[config.mk]
export PLATFORM = sky130hd
export DESIGN_NAME = oaf_average_filter
export DESIGN_NICKNAME = d
export VERILOG_FILES = /design/src/oaf_average_filter.v /design/src/oaf_channel_acc.v
export VERILOG_INCLUDE_DIRS = /design/src
export SDC_FILE = /design/constraint.sdc
export NUM_CORES = 1
export LEC_CHECK = 0
export CORE_ASPECT_RATIO = 1.75
export CORE_MARGIN = 3
export CORE_UTILIZATION = 50
export DETAILED_ROUTE_END_ITERATION = 10
export DONT_BUFFER_PORTS = 1
export PLACE_DENSITY = 0.7
export SKIP_CTS_REPAIR_TIMING = 1
export SLEW_MARGIN = 20
export SYNTH_ARGS = -nofsm -noshare
export SYNTH_HDL_FRONTEND = slang
export SYNTH_SLANG_ARGS = --single-unit
export TNS_END_PERCENT = 100
[constraint.sdc]
create_clock -name sys_clk -period 8.7 [get_ports sys_clk]
set_input_delay 0.435 -clock sys_clk [delete_from_list [all_inputs] [get_ports sys_clk]]
set_output_delay 0.435 -clock sys_clk [all_outputs]
set_load 0.005 [all_outputs]
[src/oaf_defines.vh]
`ifndef OAF_DEFINES_VH
`define OAF_DEFINES_VH

// Sample and channel geometry
`define OAF_SAMPLE_W      18
`define OAF_NUM_CH        8
`define OAF_CH_W          3
`define OAF_ACC_W         24
`define OAF_SEL_W         3

// Set counter: wide enough for the largest ratio
`define OAF_SET_W         7
`define OAF_SET_ZERO      7'h00
`define OAF_SET_ONE       7'h01

// Ratio select codes
`define OAF_SEL_NONE      3'h0
`define OAF_SEL_MAX       3'h6
`define OAF_SEL_BAD       3'h7

// Timing: single-conversion period at 200 kSPS, clock 200 MHz
`define OAF_CONV_PERIOD_NS 5000
`define OAF_CLK_PERIOD_NS  5
`define OAF_CONV_CYCLES    (`OAF_CONV_PERIOD_NS / `OAF_CLK_PERIOD_NS)
`define OAF_CNT_W          12

`endif

[src/oaf_average_filter.v]
// Operation
// - Three-bit select: 000 no averaging, 001..110 ratios 2..64, 111 invalid.
// - Set length scales with ratio; host must not start conversions faster.
// - First sample of all channels is taken on a conversion-start rising edge.
// - Remaining samples are triggered by an internal sampling strobe.
// - Each channel averages exactly ratio-count samples into one result.
// - Averaged value is decimated to one 18-bit result per channel per set.
`timescale 1ns/1ps
`include "oaf_defines.vh"

module oaf_average_filter (
  input  wire                                   sys_clk,
  input  wire                                   reset_n,
  input  wire [`OAF_SEL_W-1:0]                  average_ratio_select,
  input  wire                                   conversion_start_group_a,
  input  wire                                   conversion_start_group_b,
  input  wire                                   sample_valid,
  input  wire [`OAF_NUM_CH*`OAF_SAMPLE_W-1:0]   sample_data,
  output wire                                   sample_strobe,
  output wire                                   busy,
  output wire                                   result_valid,
  output wire                                   select_error,
  output wire [`OAF_NUM_CH*`OAF_SAMPLE_W-1:0]   result_data
);

  localparam ST_IDLE = 2'h0;
  localparam ST_WAIT = 2'h1;
  localparam ST_GAP  = 2'h2;

  ////////////////////////////////////////////////////////////////////////////
  // Ratio decode

  function [`OAF_SEL_W-1:0] ratio_shift;
    input [`OAF_SEL_W-1:0] sel;
    begin
      if (sel == `OAF_SEL_BAD) begin
        ratio_shift = `OAF_SEL_NONE;
      end else begin
        ratio_shift = sel;
      end
    end
  endfunction

  ////////////////////////////////////////////////////////////////////////////
  // Start edge detection

  reg                        start_prev_reg;
  wire                       start_level;
  wire                       start_rise;
  reg  [1:0]                 state_reg;
  reg  [1:0]                 state_next;
  reg  [`OAF_SET_W-1:0]      count_reg;
  reg  [`OAF_SET_W-1:0]      count_next;
  reg  [`OAF_SET_W-1:0]      total_reg;
  reg  [`OAF_SEL_W-1:0]      shift_reg;
  reg  [`OAF_CNT_W-1:0]      gap_reg;
  reg  [`OAF_CNT_W-1:0]      gap_next;
  reg                        strobe_next;
  wire                       last_sample;
  wire                       take;
  wire                       clear_acc;
  wire [`OAF_NUM_CH*`OAF_SAMPLE_W-1:0] avg_all;
  wire                       gap_done;
  reg  [`OAF_SET_W-1:0]      total_next;
  reg  [`OAF_SEL_W-1:0]      shift_next;
  reg                        sample_strobe_reg;
  reg                        busy_reg;
  reg                        busy_next;
  reg                        result_valid_reg;
  reg                        result_valid_next;
  reg                        select_error_reg;
  reg                        select_error_next;
  reg  [`OAF_NUM_CH*`OAF_SAMPLE_W-1:0] result_data_reg;
  reg  [`OAF_NUM_CH*`OAF_SAMPLE_W-1:0] result_data_next;

  // A start seen while busy only updates the edge history and is dropped
  assign start_level = conversion_start_group_a & conversion_start_group_b;
  assign start_rise  = start_level & ~start_prev_reg;
  assign take        = (state_reg == ST_WAIT) & sample_valid;
  assign last_sample = (count_reg + `OAF_SET_ONE == total_reg);
  assign clear_acc   = (state_reg == ST_IDLE);
  // Counted from the accepted sample, so the set length tracks the ratio
  assign gap_done    = (gap_reg >= `OAF_CONV_CYCLES);

  always @(posedge sys_clk) begin
    if (!reset_n) begin
      start_prev_reg <= 1'b0;
    end else begin
      start_prev_reg <= start_level;
    end
  end

  ////////////////////////////////////////////////////////////////////////////
  // Sequencer

  always @* begin
    state_next  = state_reg;
    count_next  = count_reg;
    gap_next    = gap_reg;
    strobe_next = 1'b0;
    case (state_reg)
      ST_IDLE: begin
        count_next = `OAF_SET_ZERO;
        if (start_rise) begin
          strobe_next = 1'b1;
          state_next  = ST_WAIT;
        end
      end
      ST_WAIT: begin
        if (sample_valid) begin
          if (last_sample) begin
            state_next = ST_IDLE;
          end else begin
            count_next = count_reg + `OAF_SET_ONE;
            state_next = ST_GAP;
            gap_next   = {{(`OAF_CNT_W-1){1'b0}}, 1'b1};
          end
        end
      end
      ST_GAP: begin
        gap_next = gap_reg + {{(`OAF_CNT_W-1){1'b0}}, 1'b1};
        if (gap_done) begin
          strobe_next = 1'b1;
          state_next  = ST_WAIT;
        end
      end
      default: begin
        state_next = ST_IDLE;
      end
    endcase
  end

  ////////////////////////////////////////////////////////////////////////////
  // Ratio latch: frozen at the accepted start, so pin changes in mid-set
  // cannot alter the sample count or the decimation shift

  always @* begin
    shift_next = shift_reg;
    total_next = total_reg;
    if (state_reg == ST_IDLE && start_rise) begin
      shift_next = ratio_shift(average_ratio_select);
      total_next = `OAF_SET_ONE << ratio_shift(average_ratio_select);
    end
  end

  ////////////////////////////////////////////////////////////////////////////
  // Output next values

  always @* begin
    busy_next         = (state_next != ST_IDLE);
    select_error_next = (average_ratio_select == `OAF_SEL_BAD);
    result_valid_next = take & last_sample;
    result_data_next  = result_data_reg;
    if (take && last_sample) begin
      result_data_next = avg_all;
    end
  end

  always @(posedge sys_clk) begin
    if (!reset_n) begin
      state_reg         <= ST_IDLE;
      count_reg         <= `OAF_SET_ZERO;
      gap_reg           <= {`OAF_CNT_W{1'b0}};
      total_reg         <= `OAF_SET_ONE;
      shift_reg         <= `OAF_SEL_NONE;
      sample_strobe_reg <= 1'b0;
      busy_reg          <= 1'b0;
      select_error_reg  <= 1'b0;
    end else begin
      state_reg         <= state_next;
      count_reg         <= count_next;
      gap_reg           <= gap_next;
      shift_reg         <= shift_next;
      total_reg         <= total_next;
      sample_strobe_reg <= strobe_next;
      busy_reg          <= busy_next;
      select_error_reg  <= select_error_next;
    end
  end

  ////////////////////////////////////////////////////////////////////////////
  // Per-channel accumulators

  genvar ch;
  generate
    for (ch = 0; ch < `OAF_NUM_CH; ch = ch + 1) begin : g_ch
      oaf_channel_acc u_acc (
        .sys_clk (sys_clk),
        .reset_n (reset_n),
        .clear   (clear_acc),
        .add_en  (take),
        .sample  (sample_data[ch*`OAF_SAMPLE_W +: `OAF_SAMPLE_W]),
        .shift   (shift_reg),
        .avg     (avg_all[ch*`OAF_SAMPLE_W +: `OAF_SAMPLE_W]),
        .sum     ()
      );
    end
  endgenerate

  ////////////////////////////////////////////////////////////////////////////
  // Result register

  always @(posedge sys_clk) begin
    if (!reset_n) begin
      result_valid_reg <= 1'b0;
      result_data_reg  <= {(`OAF_NUM_CH*`OAF_SAMPLE_W){1'b0}};
    end else begin
      result_valid_reg <= result_valid_next;
      result_data_reg  <= result_data_next;
    end
  end

  ////////////////////////////////////////////////////////////////////////////
  // Outputs, each straight from its flip-flop

  assign sample_strobe = sample_strobe_reg;
  assign busy          = busy_reg;
  assign result_valid  = result_valid_reg;
  assign select_error  = select_error_reg;
  assign result_data   = result_data_reg;

endmodule

[src/oaf_channel_acc.v]
`timescale 1ns/1ps
`include "oaf_defines.vh"

module oaf_channel_acc (
  input  wire                         sys_clk,
  input  wire                         reset_n,
  input  wire                         clear,
  input  wire                         add_en,
  input  wire [`OAF_SAMPLE_W-1:0]     sample,
  input  wire [`OAF_SEL_W-1:0]        shift,
  output wire [`OAF_SAMPLE_W-1:0]     avg,
  output wire [`OAF_ACC_W-1:0]        sum
);

  reg  [`OAF_ACC_W-1:0] acc_reg;
  wire [`OAF_ACC_W-1:0] sample_ext;
  wire [`OAF_ACC_W-1:0] shifted;

  // Sign extend the two's complement sample
  assign sample_ext = {{(`OAF_ACC_W-`OAF_SAMPLE_W){sample[`OAF_SAMPLE_W-1]}}, sample};
  assign sum        = acc_reg + sample_ext;
  // Arithmetic shift by log2(ratio) decimates back to sample width
  assign shifted    = $signed(sum) >>> shift;
  assign avg        = shifted[`OAF_SAMPLE_W-1:0];

  always @(posedge sys_clk) begin
    if (!reset_n || clear) begin
      acc_reg <= {`OAF_ACC_W{1'b0}};
    end else if (add_en) begin
      acc_reg <= sum;
    end
  end

endmodule

# Word level (Yosys, flattened, before mapping)

Index checks and enable logic that the tools add are counted.

Muxes and demuxes: 16
Order comparisons: 1
Shifts and indexed selects: 9
Bitwise operators: 5
Reduce and logical (&&, ||, !) cells: 10
Equality and inequality tests: 6
$add $sub $neg: 10

Operator list:

| operator              | count |
|---|---|
| $add 24x24->24        | 8 |
| $sshr 24x3->18        | 8 |
| $mux 12               | 2 |
| $pmux 12 s2           | 1 |
| $mux 7                | 2 |
| $pmux 7 s2            | 1 |
| $add 12x1->12 const B | 1 |
| $ge 12x10->1 const B  | 1 |
| $mux 2                | 4 |
| $add 7x1->7 const B   | 1 |
| $eq 7x7->1            | 1 |
| $shl 1x3->7 const A   | 1 |
| $mux 3                | 2 |
| $pmux 2 s3            | 1 |
| $reduce_and 3->1      | 2 |
| $reduce_bool 2->1     | 3 |
| $and 1x1->1           | 4 |
| $ne 2x2->1 const B    | 2 |
| $eq 3x3->1 const B    | 1 |
| $eq 2x1->1 const B    | 1 |
| $eq 2x2->1 const B    | 1 |
| $logic_and 1x1->1     | 2 |
| $logic_not 2->1       | 1 |
| $mux 1                | 2 |
| 4 further kinds       | 4 |

Logic and storage cells: 76
Output and inout bits: 148
Input port bits: 152
Bits in registers: 372

# Logic depth before layout (Yosys ltp)

Gate-level depths: netlist of run 1.

Depth in word-level cells: 6
Mapped depth: 13
Depth with buffers taken out: 11

# Hierarchy

A second synthesis of run 1 with hierarchy kept.

Cell total of the unflattened synthesis: 3941
Area total of the unflattened synthesis: 31078.6 sq um

By module, submodules not included:

| module                              | cells an instance | area an instance (sq um) | sequential area each (sq um) | times used |
|---|---|---|---|---|
| oaf_channel_acc (g_ch[1].u_acc ...) | 395               | 3041.7                   | 480.5                        | 3 |
| oaf_channel_acc (g_ch[5].u_acc ...) | 383               | 2946.6                   | 480.5                        | 3 |
| oaf_average_filter                  | 854               | 7025.5                   | 3603.5                       | 1 |
| oaf_channel_acc (g_ch[4].u_acc)     | 378               | 3066.7                   | 480.5                        | 1 |
| oaf_channel_acc (g_ch[0].u_acc)     | 375               | 3021.6                   | 480.5                        | 1 |

# Worst setup path after synthesis of run 1

Ideal clock, no wire load.

Path type: input to register
Start: input port sample_data[0]
End: register result_data_reg[15] (netlist: result_data[15])
Arrival: 3.026 ns
Buffers on the path: 0
Setup slack: 5.553 ns
Setup time: 0.122 ns
Stages: 11
Required time: 8.578 ns
Cell sequence: ha_1 > fa_1 > a21oi_1 > o211ai_1 > a31oi_2 > o221ai_2 > a41oi_2 > xnor2_1 > mux4_2 > a221oi_2 > a21oi_1

Cells in the longest elaborated chain, start to end: 2

Ends and longest elaborated chain:

| item                   | RTL line                 | RTL |
|---|---|---|
| start: declaration     | oaf_average_filter.v:18  | `` input wire [`OAF_NUM_CH*`OAF_SAMPLE_W-1:0] sample_data, `` |
| $add 24x24->24         | oaf_channel_acc.v:21     | `assign sum = acc_reg + sample_ext;` |
| $sshr 24x3->18         | oaf_channel_acc.v:23     | `assign shifted = $signed(sum) >>> shift;` |
| end signal: assignment | oaf_average_filter.v:206 | `` result_data_reg <= {(`OAF_NUM_CH*`OAF_SAMPLE_W){1'b0}}; `` |
| end signal: assignment | oaf_average_filter.v:209 | `result_data_reg <= result_data_next;` |
| end: declaration       | oaf_average_filter.v:73  | `` reg [`OAF_NUM_CH*`OAF_SAMPLE_W-1:0] result_data_reg; `` |

Every way passes these cells.
A chain may end at the register's enable or synchronous reset.

# Final worst setup path of run 1

Start: register state_reg[0]
End: register result_data_reg[141] (netlist: result_data[141])

Cells in the longest elaborated chain, start to end: 3

Ends and longest elaborated chain:

| item                     | RTL line                 | RTL |
|---|---|---|
| start: declaration       | oaf_average_filter.v:50  | `reg [1:0] state_reg;` |
| start signal: assignment | oaf_average_filter.v:170 | `state_reg <= state_next;` |
| $eq 2x1->1               | oaf_average_filter.v:79  | `assign take = (state_reg == ST_WAIT) & sample_valid;` |
| $and 1x1->1              | oaf_average_filter.v:79  |  |
| $logic_and 1x1->1        | oaf_average_filter.v:154 | `if (take && last_sample) begin` |

Every way passes these cells.

==> results of run 1 <==
-- cell usage after synthesis (32+ instances only) --
cell type,instances,share of area
a211oi_1,101,0.026
a21o_1,80,0.021
a21oi_1,432,0.075
a31oi_1,47,0.010
clkbuf_1,200,0.026
dfxtp_1,372,0.26
ha_1,187,0.081
inv_1,76,0.0099
mux2_2,32,0.013
mux2i_1,73,0.025
mux4_2,61,0.048
nand2_1,520,0.068
nand3_1,71,0.012
nor2_1,334,0.044
nor3_1,85,0.015
o211ai_1,45,0.012
o21ai_0,186,0.032
xnor2_1,109,0.033
xor2_1,77,0.023
-- report_power, final --
| part | total (uW) | switching, uW | internal (uW) |
|---|---|---|---|
| registers | 1830 | 78.4 | 1750 |
| logic | 808 | 524 | 284 |
| clock network | 1860 | 788 | 1070 |
| total | 4500 | 1390 | 3110 |
-- layout make-up --
cell class	instances	share of cell area
inverters	79	0.01004
clock inverters	20	0.008074
repair buffers	27	0.007214
diodes	6	0.0004918
multi-input cells	3014	0.6614
clock buffers	52	0.03726
well taps	760	0.03115
flip-flops and latches	372	0.2443
-- worst paths after layout --
check	start	endpoint	slack, ps	cells after the start
max	state_reg[0]	result_data[141]	4090	10
min	reset_n	select_error	-0.07	2
max reg2reg	state_reg[0]	result_data[141]	4090	10
min reg2reg	g_ch[1].u_acc.acc_reg[15]	g_ch[1].u_acc.acc_reg[15]	460	2
-- critical path, stage by stage, from the launching register on --
cell	delay, ps
dfxtp_1	540
nand2b_1	230
nor2_4	150
buf_12	580
and4_4	840
nand2_1	640
inv_2	430
nand2_1	300
a311oi_1	370
o2111ai_1	170
o221ai_1	190
-- cell families (layout without fill, tap and decap cells) --
group | count (synthesis) | in the layout | share of synthesized area
AO/OA/AOI/OAI | 1245 | 1245 | 0.2814
XOR/XNOR | 190 | 190 | 0.05975
adder cells (fa/ha/maj) | 195 | 195 | 0.08682
buffers and inverters | 317 | 178 | 0.04184
flip-flops | 372 | 372 | 0.2586
multiplexers | 166 | 166 | 0.08560
other | 0 | 6 | 0
AND/OR/NAND/NOR | 1218 | 1218 | 0.1859
-- routing by layer --
metal / up-vias / wire length, microns / GRT usage / share of wire
li1: 13370 / - / - / -
met1: 13560 / 36730 / 0.3483 / 0.36
met3: 293 / 10110 / 0.1077 / 0.099
met4: 2 / 6335 / 0.1739 / 0.062
met2: 1089 / 48590 / 0.5586 / 0.48
met5: - / 17 / 0 / 0.00017
-- metrics by stage --
step / hold slack (ps) / utilization / std cells / cell area (sq um) / power [uW]
floorplan: 432.4 / - / 3703 / 28800 / 2417
global placement: 444.6 / 0.5146 / 4250 / 29100 / 2649
detailed placement: 447.8 / 0.5147 / 4250 / 29110 / 2651
CTS: -64.23 / 0.5392 / 4322 / 30490 / 4496
global route: 7.677 / 0.5398 / 4328 / 30520 / 4651
finish: -0.07339 / 0.5398 / 4330 / 30530 / 4501
==> results.toml, run 1 <==
[status]
status = "finished, violations left"
violations = "negative hold slack"

[timing]
final_hold_viol_count = 1
tightest_slew_ps = 1076
skew_ps = 14.74
report.final.slew_viol_count = 0
slew_headroom = 0.2799
period_share = 0.5299
setup_viol = 0
fmax_mhz = 216.9
finalCriticalPeriod_ps = 4610
rsz0062_at_grt = "false"
setup_ws_ps = 4090
hold_ws_ps = -0.07339
fin_setup_tns_ps = 0

[synthesis]
yosys_register_bits = 372
yosys_warnings = 0
syn_avg_cell_area_sq_um = 7.776
syn_inst = 3703
post_synth_num_cell_types = 95
synth_edf_count = 0
synth.net_count = 4050
ys_seq_area_frac = 0.2586
synthArstFlopShare = 0
ys.flop_type = "dfxtp_1"
synth_area_sq_mm = 0.02880

[cts]
cts_htree_levels = 2
cts_tree = "yes"
cts-buffers-inserted = 41
clock-sinks = 372
cts_root_buf = "clkbuf_16"
path_clk_slew_ps = 60
clk_latency_ps = 600
cts_buffer_depth = 3

[global_routing]
grt_pass1_wl_microns = 156200
grt_start_max_net_pins = 184
grt_pass1_vias = 26910
grt_usage = 0.3224
antenna_found_initial = 5
grt_overflow = 0

[die]
start_util = 0.5092
core-area_sq_mm = 0.05655
io_pins = 300
die_w_microns = 187.4
die_area_sq_mm = 0.06062
rows = 115
die_h_microns = 323.5

[pwr]
powerDensity_mw_per_mm2 = 147.4
p_leak_uw = 0.01200
vdd_drop_max_mv = 0.1282

[cells_and_area]
register_area_sq_mm = 0.007458
multi_input_area_sq_mm = 0.02019
num-fill-cells = 5475
layout_common_cells = "nand2_1, a21oi_1, dfxtp_1"
nNetsFinal = 3882
layout-drive-gt1-share = 0.06762
area_delta_synth_final_pct = 6.014
final_common_cell = "nand2_1"
largest_reg_flops = 192

[drt]
vias_per_cell = 6.537
drt_pass1_iterations = 5
drt_iter0_drc = 2424
ant_nets = 0
drt-wirelength-per-cell_microns = 23.51
vias = 28310
drt_wl_total_microns = 101800
drc_errors = 0

[critical_path]
cp-start-kind = "register"
arrival_ps = 5130
critPathKind = "reg -> reg"
worstPathRequired_ps = 9220
cp_max_fo = 183
critPathCaptureType = "register"

[place]
place.port_buffers = 0
place_ws_ps = 4064
hpwl_microns = 74790
routabilityCongestion = 0.9853

[flow_run]
max_cap_viol_count = 0

[hold_path]
hold_path.class = "in -> reg"
(Power assumes the default switching activity.)
==> run 2, diff against run 1 <==
==> constraint.sdc (replaced) <==
create_clock -name sys_clk -period 4.5 [get_ports sys_clk]
set_input_delay 0.225 -clock sys_clk [delete_from_list [all_inputs] [get_ports sys_clk]]
set_output_delay 0.225 -clock sys_clk [all_outputs]
set_load 0.005 [all_outputs]
==> run 2 against run 1 <==
Clock-buffer cell count decreased by 1. Largest cell class unchanged. Setup slack got worse by 3500 ps. Maximum frequency increased by 19%. The run still ends with negative hold slack left. Power increased by 92%. Cell count increased by 0.48%. Via count increased by 0.14%. Highest routed layer is now met4. Critical path depth unchanged. Sequential share of layout area decreased by 0.18 points. Register-to-register slack got worse by 3500 ps. Sequential power increased by 93%. Worst hold slack got worse by 70 ps.
==> results.toml, run 2 (same netlist as run 1, synthesis figures left out) <==
[cts]
clk_latency_ps = 610
cts_tree = "yes"
path_clk_slew_ps = 60
cts_root_buf = "clkbuf_16"
clock-sinks = 372
cts-buffers-inserted = 40
cts_buffer_depth = 3
cts_htree_levels = 2

[timing]
tightest_slew_ps = 1229
report.final.slew_viol_count = 0
finalCriticalPeriod_ps = 3866
period_share = 0.8590
hold_ws_ps = -70.12
setup_viol = 0
fin_setup_tns_ps = 0
setup_ws_ps = 634.4
skew_ps = 33.31
fmax_mhz = 258.7
slew_headroom = 0.1782
final_hold_viol_count = 12
rsz0062_at_grt = "false"

[flow_run]
max_cap_viol_count = 0

[place]
place_ws_ps = 795.9
routabilityCongestion = 0.9390
place.port_buffers = 0
dp_cells = 4267
hpwl_microns = 73980

[die]
die_h_microns = 323.5
io_pins = 300
die_w_microns = 187.4
rows = 115
start_util = 0.5092
core-area_sq_mm = 0.05655
die_area_sq_mm = 0.06062

[pwr]
powerDensity_mw_per_mm2 = 281.1
p_leak_uw = 0.01213
vdd_drop_max_mv = 0.2506

[critical_path]
critPathCaptureType = "register"
crit_end = "result_data[137]"
path_cells = "ha_1, and3_1, and3_1, xnor3_1, and4_4, buf_4, nand3_1, a21oi_1, o21ai_0, o211ai_1"
critPathKind = "reg -> reg"
reg2reg_to = "result_data[137]"
r2r_setup_slack_ps = 630
path_depth = 10
path_delay_family = "simple AND/OR/NAND/NOR gates"
cp-start-kind = "register"
slowest_stage = "nand3_1"
cp_slowest_stage_delay_ps = 950
arrival_ps = 4380
crit_start = "count_reg[0]"
reg2reg_depth = 10
cp_max_fo = 34
r2r_start = "count_reg[0]"
worst-path-buf-inv = 1
cpMostUsedCell = "and3_1"
worstPathRequired_ps = 5010

[drt]
ant_nets = 0
vias_per_cell = 6.515
drt_iter0_drc = 2377
drt_wl_total_microns = 103100
drc_errors = 0
vias = 28350
drt_pass1_iterations = 6
drt-wirelength-per-cell_microns = 23.69

[cells_and_area]
area_delta_synth_final_pct = 6.783
nNetsFinal = 3908
final_common_cell = "nand2_1"
largest_reg_flops = 192
layout-drive-gt1-share = 0.07185
layout_common_cells = "nand2_1, a21oi_1, dfxtp_1"
layoutNonFillerInstCount = 4351
num_antenna_cells = 0

[global_routing]
grt_start_max_net_pins = 202
grt_usage = 0.3273
grt_pass1_wl_microns = 158200
grt_pass1_vias = 27240
grt_overflow = 0
antenna_found_initial = 2

[hold_path]
hold_path.class = "in -> reg"
hold_path_depth = 3

[status]
status = "finished, violations left"
violations = "negative hold slack"
[run 2: cell types whose count changed in the layout (fill, tap and decap cells not counted), moves of 2 or more]
cell	change
diode_2	-6
clkinv_2	+2
buf_4	+15
buf_12	+2
dlygate4sd3_1	+9
[run 2: routing by layer]
layer  GRT usage  wire [microns]  vias to the layer above
met5           0               0                        -
met4      0.1654            5964                        0
met3     0.08793            8989                      290
met2      0.5772           50290                     1143
met1      0.3630           37810                    13520
li1            -               -                    13390
[run 2: how the worst min path moves through the flow]
stage | endpoint | slack, ps | startpoint
after detailed placement | total_reg[0] | 320 | reset_n
after global routing | g_ch[6].u_acc.acc_reg[0] | 6 | sample_data[108]
final | total_reg[1] | -70 | average_ratio_select[0]
after global placement | total_reg[0] | 310 | reset_n
after floorplan | start_prev_reg | 380 | conversion_start_group_b
after CTS | total_reg[0] | -320 | reset_n
[run 2: tightest hold or removal path: cells and delay by family]
family | cells | cell delay, ps
AO/OA/AOI/OAI | 1 | 110
AND/OR/NAND/NOR | 2 | 160
[run 2: through the flow]
stage / util / hold slack [ps] / total power (uW) / area (sq um)
2_1_floorplan: - / 375.4 / 4672 / 28800
3_3_place_gp: 0.5173 / 312.5 / 5114 / 29250
3_5_place_dp: 0.5173 / 315.5 / 5125 / 29250
4_1_cts: 0.5413 / -317.8 / 8645 / 30610
5_1_grt: 0.5438 / 5.762 / 8958 / 30750
6_report: 0.5438 / -70.12 / 8644 / 30750
[run 2: layout make-up]
cell class / instances / area, sq um
sequential: 372 / 7458
tap: 760 / 950.9
inverter: 79 / 306.5
multi-input combinational: 3014 / 20180
clock buffer: 51 / 1122
clock inverter: 21 / 235.2
timing repair buffer: 54 / 490.5
fill: 5485 / 25800
[run 2: where the power goes]
| part | total (uW) | internal [uW] | switching (uW) |
|---|---|---|---|
| Clock | 3530 | 2000 | 1530 |
| Sequential | 3530 | 3390 | 144 |
| Combinational | 1590 | 568 | 1020 |
| Total | 8640 | 5960 | 2690 |
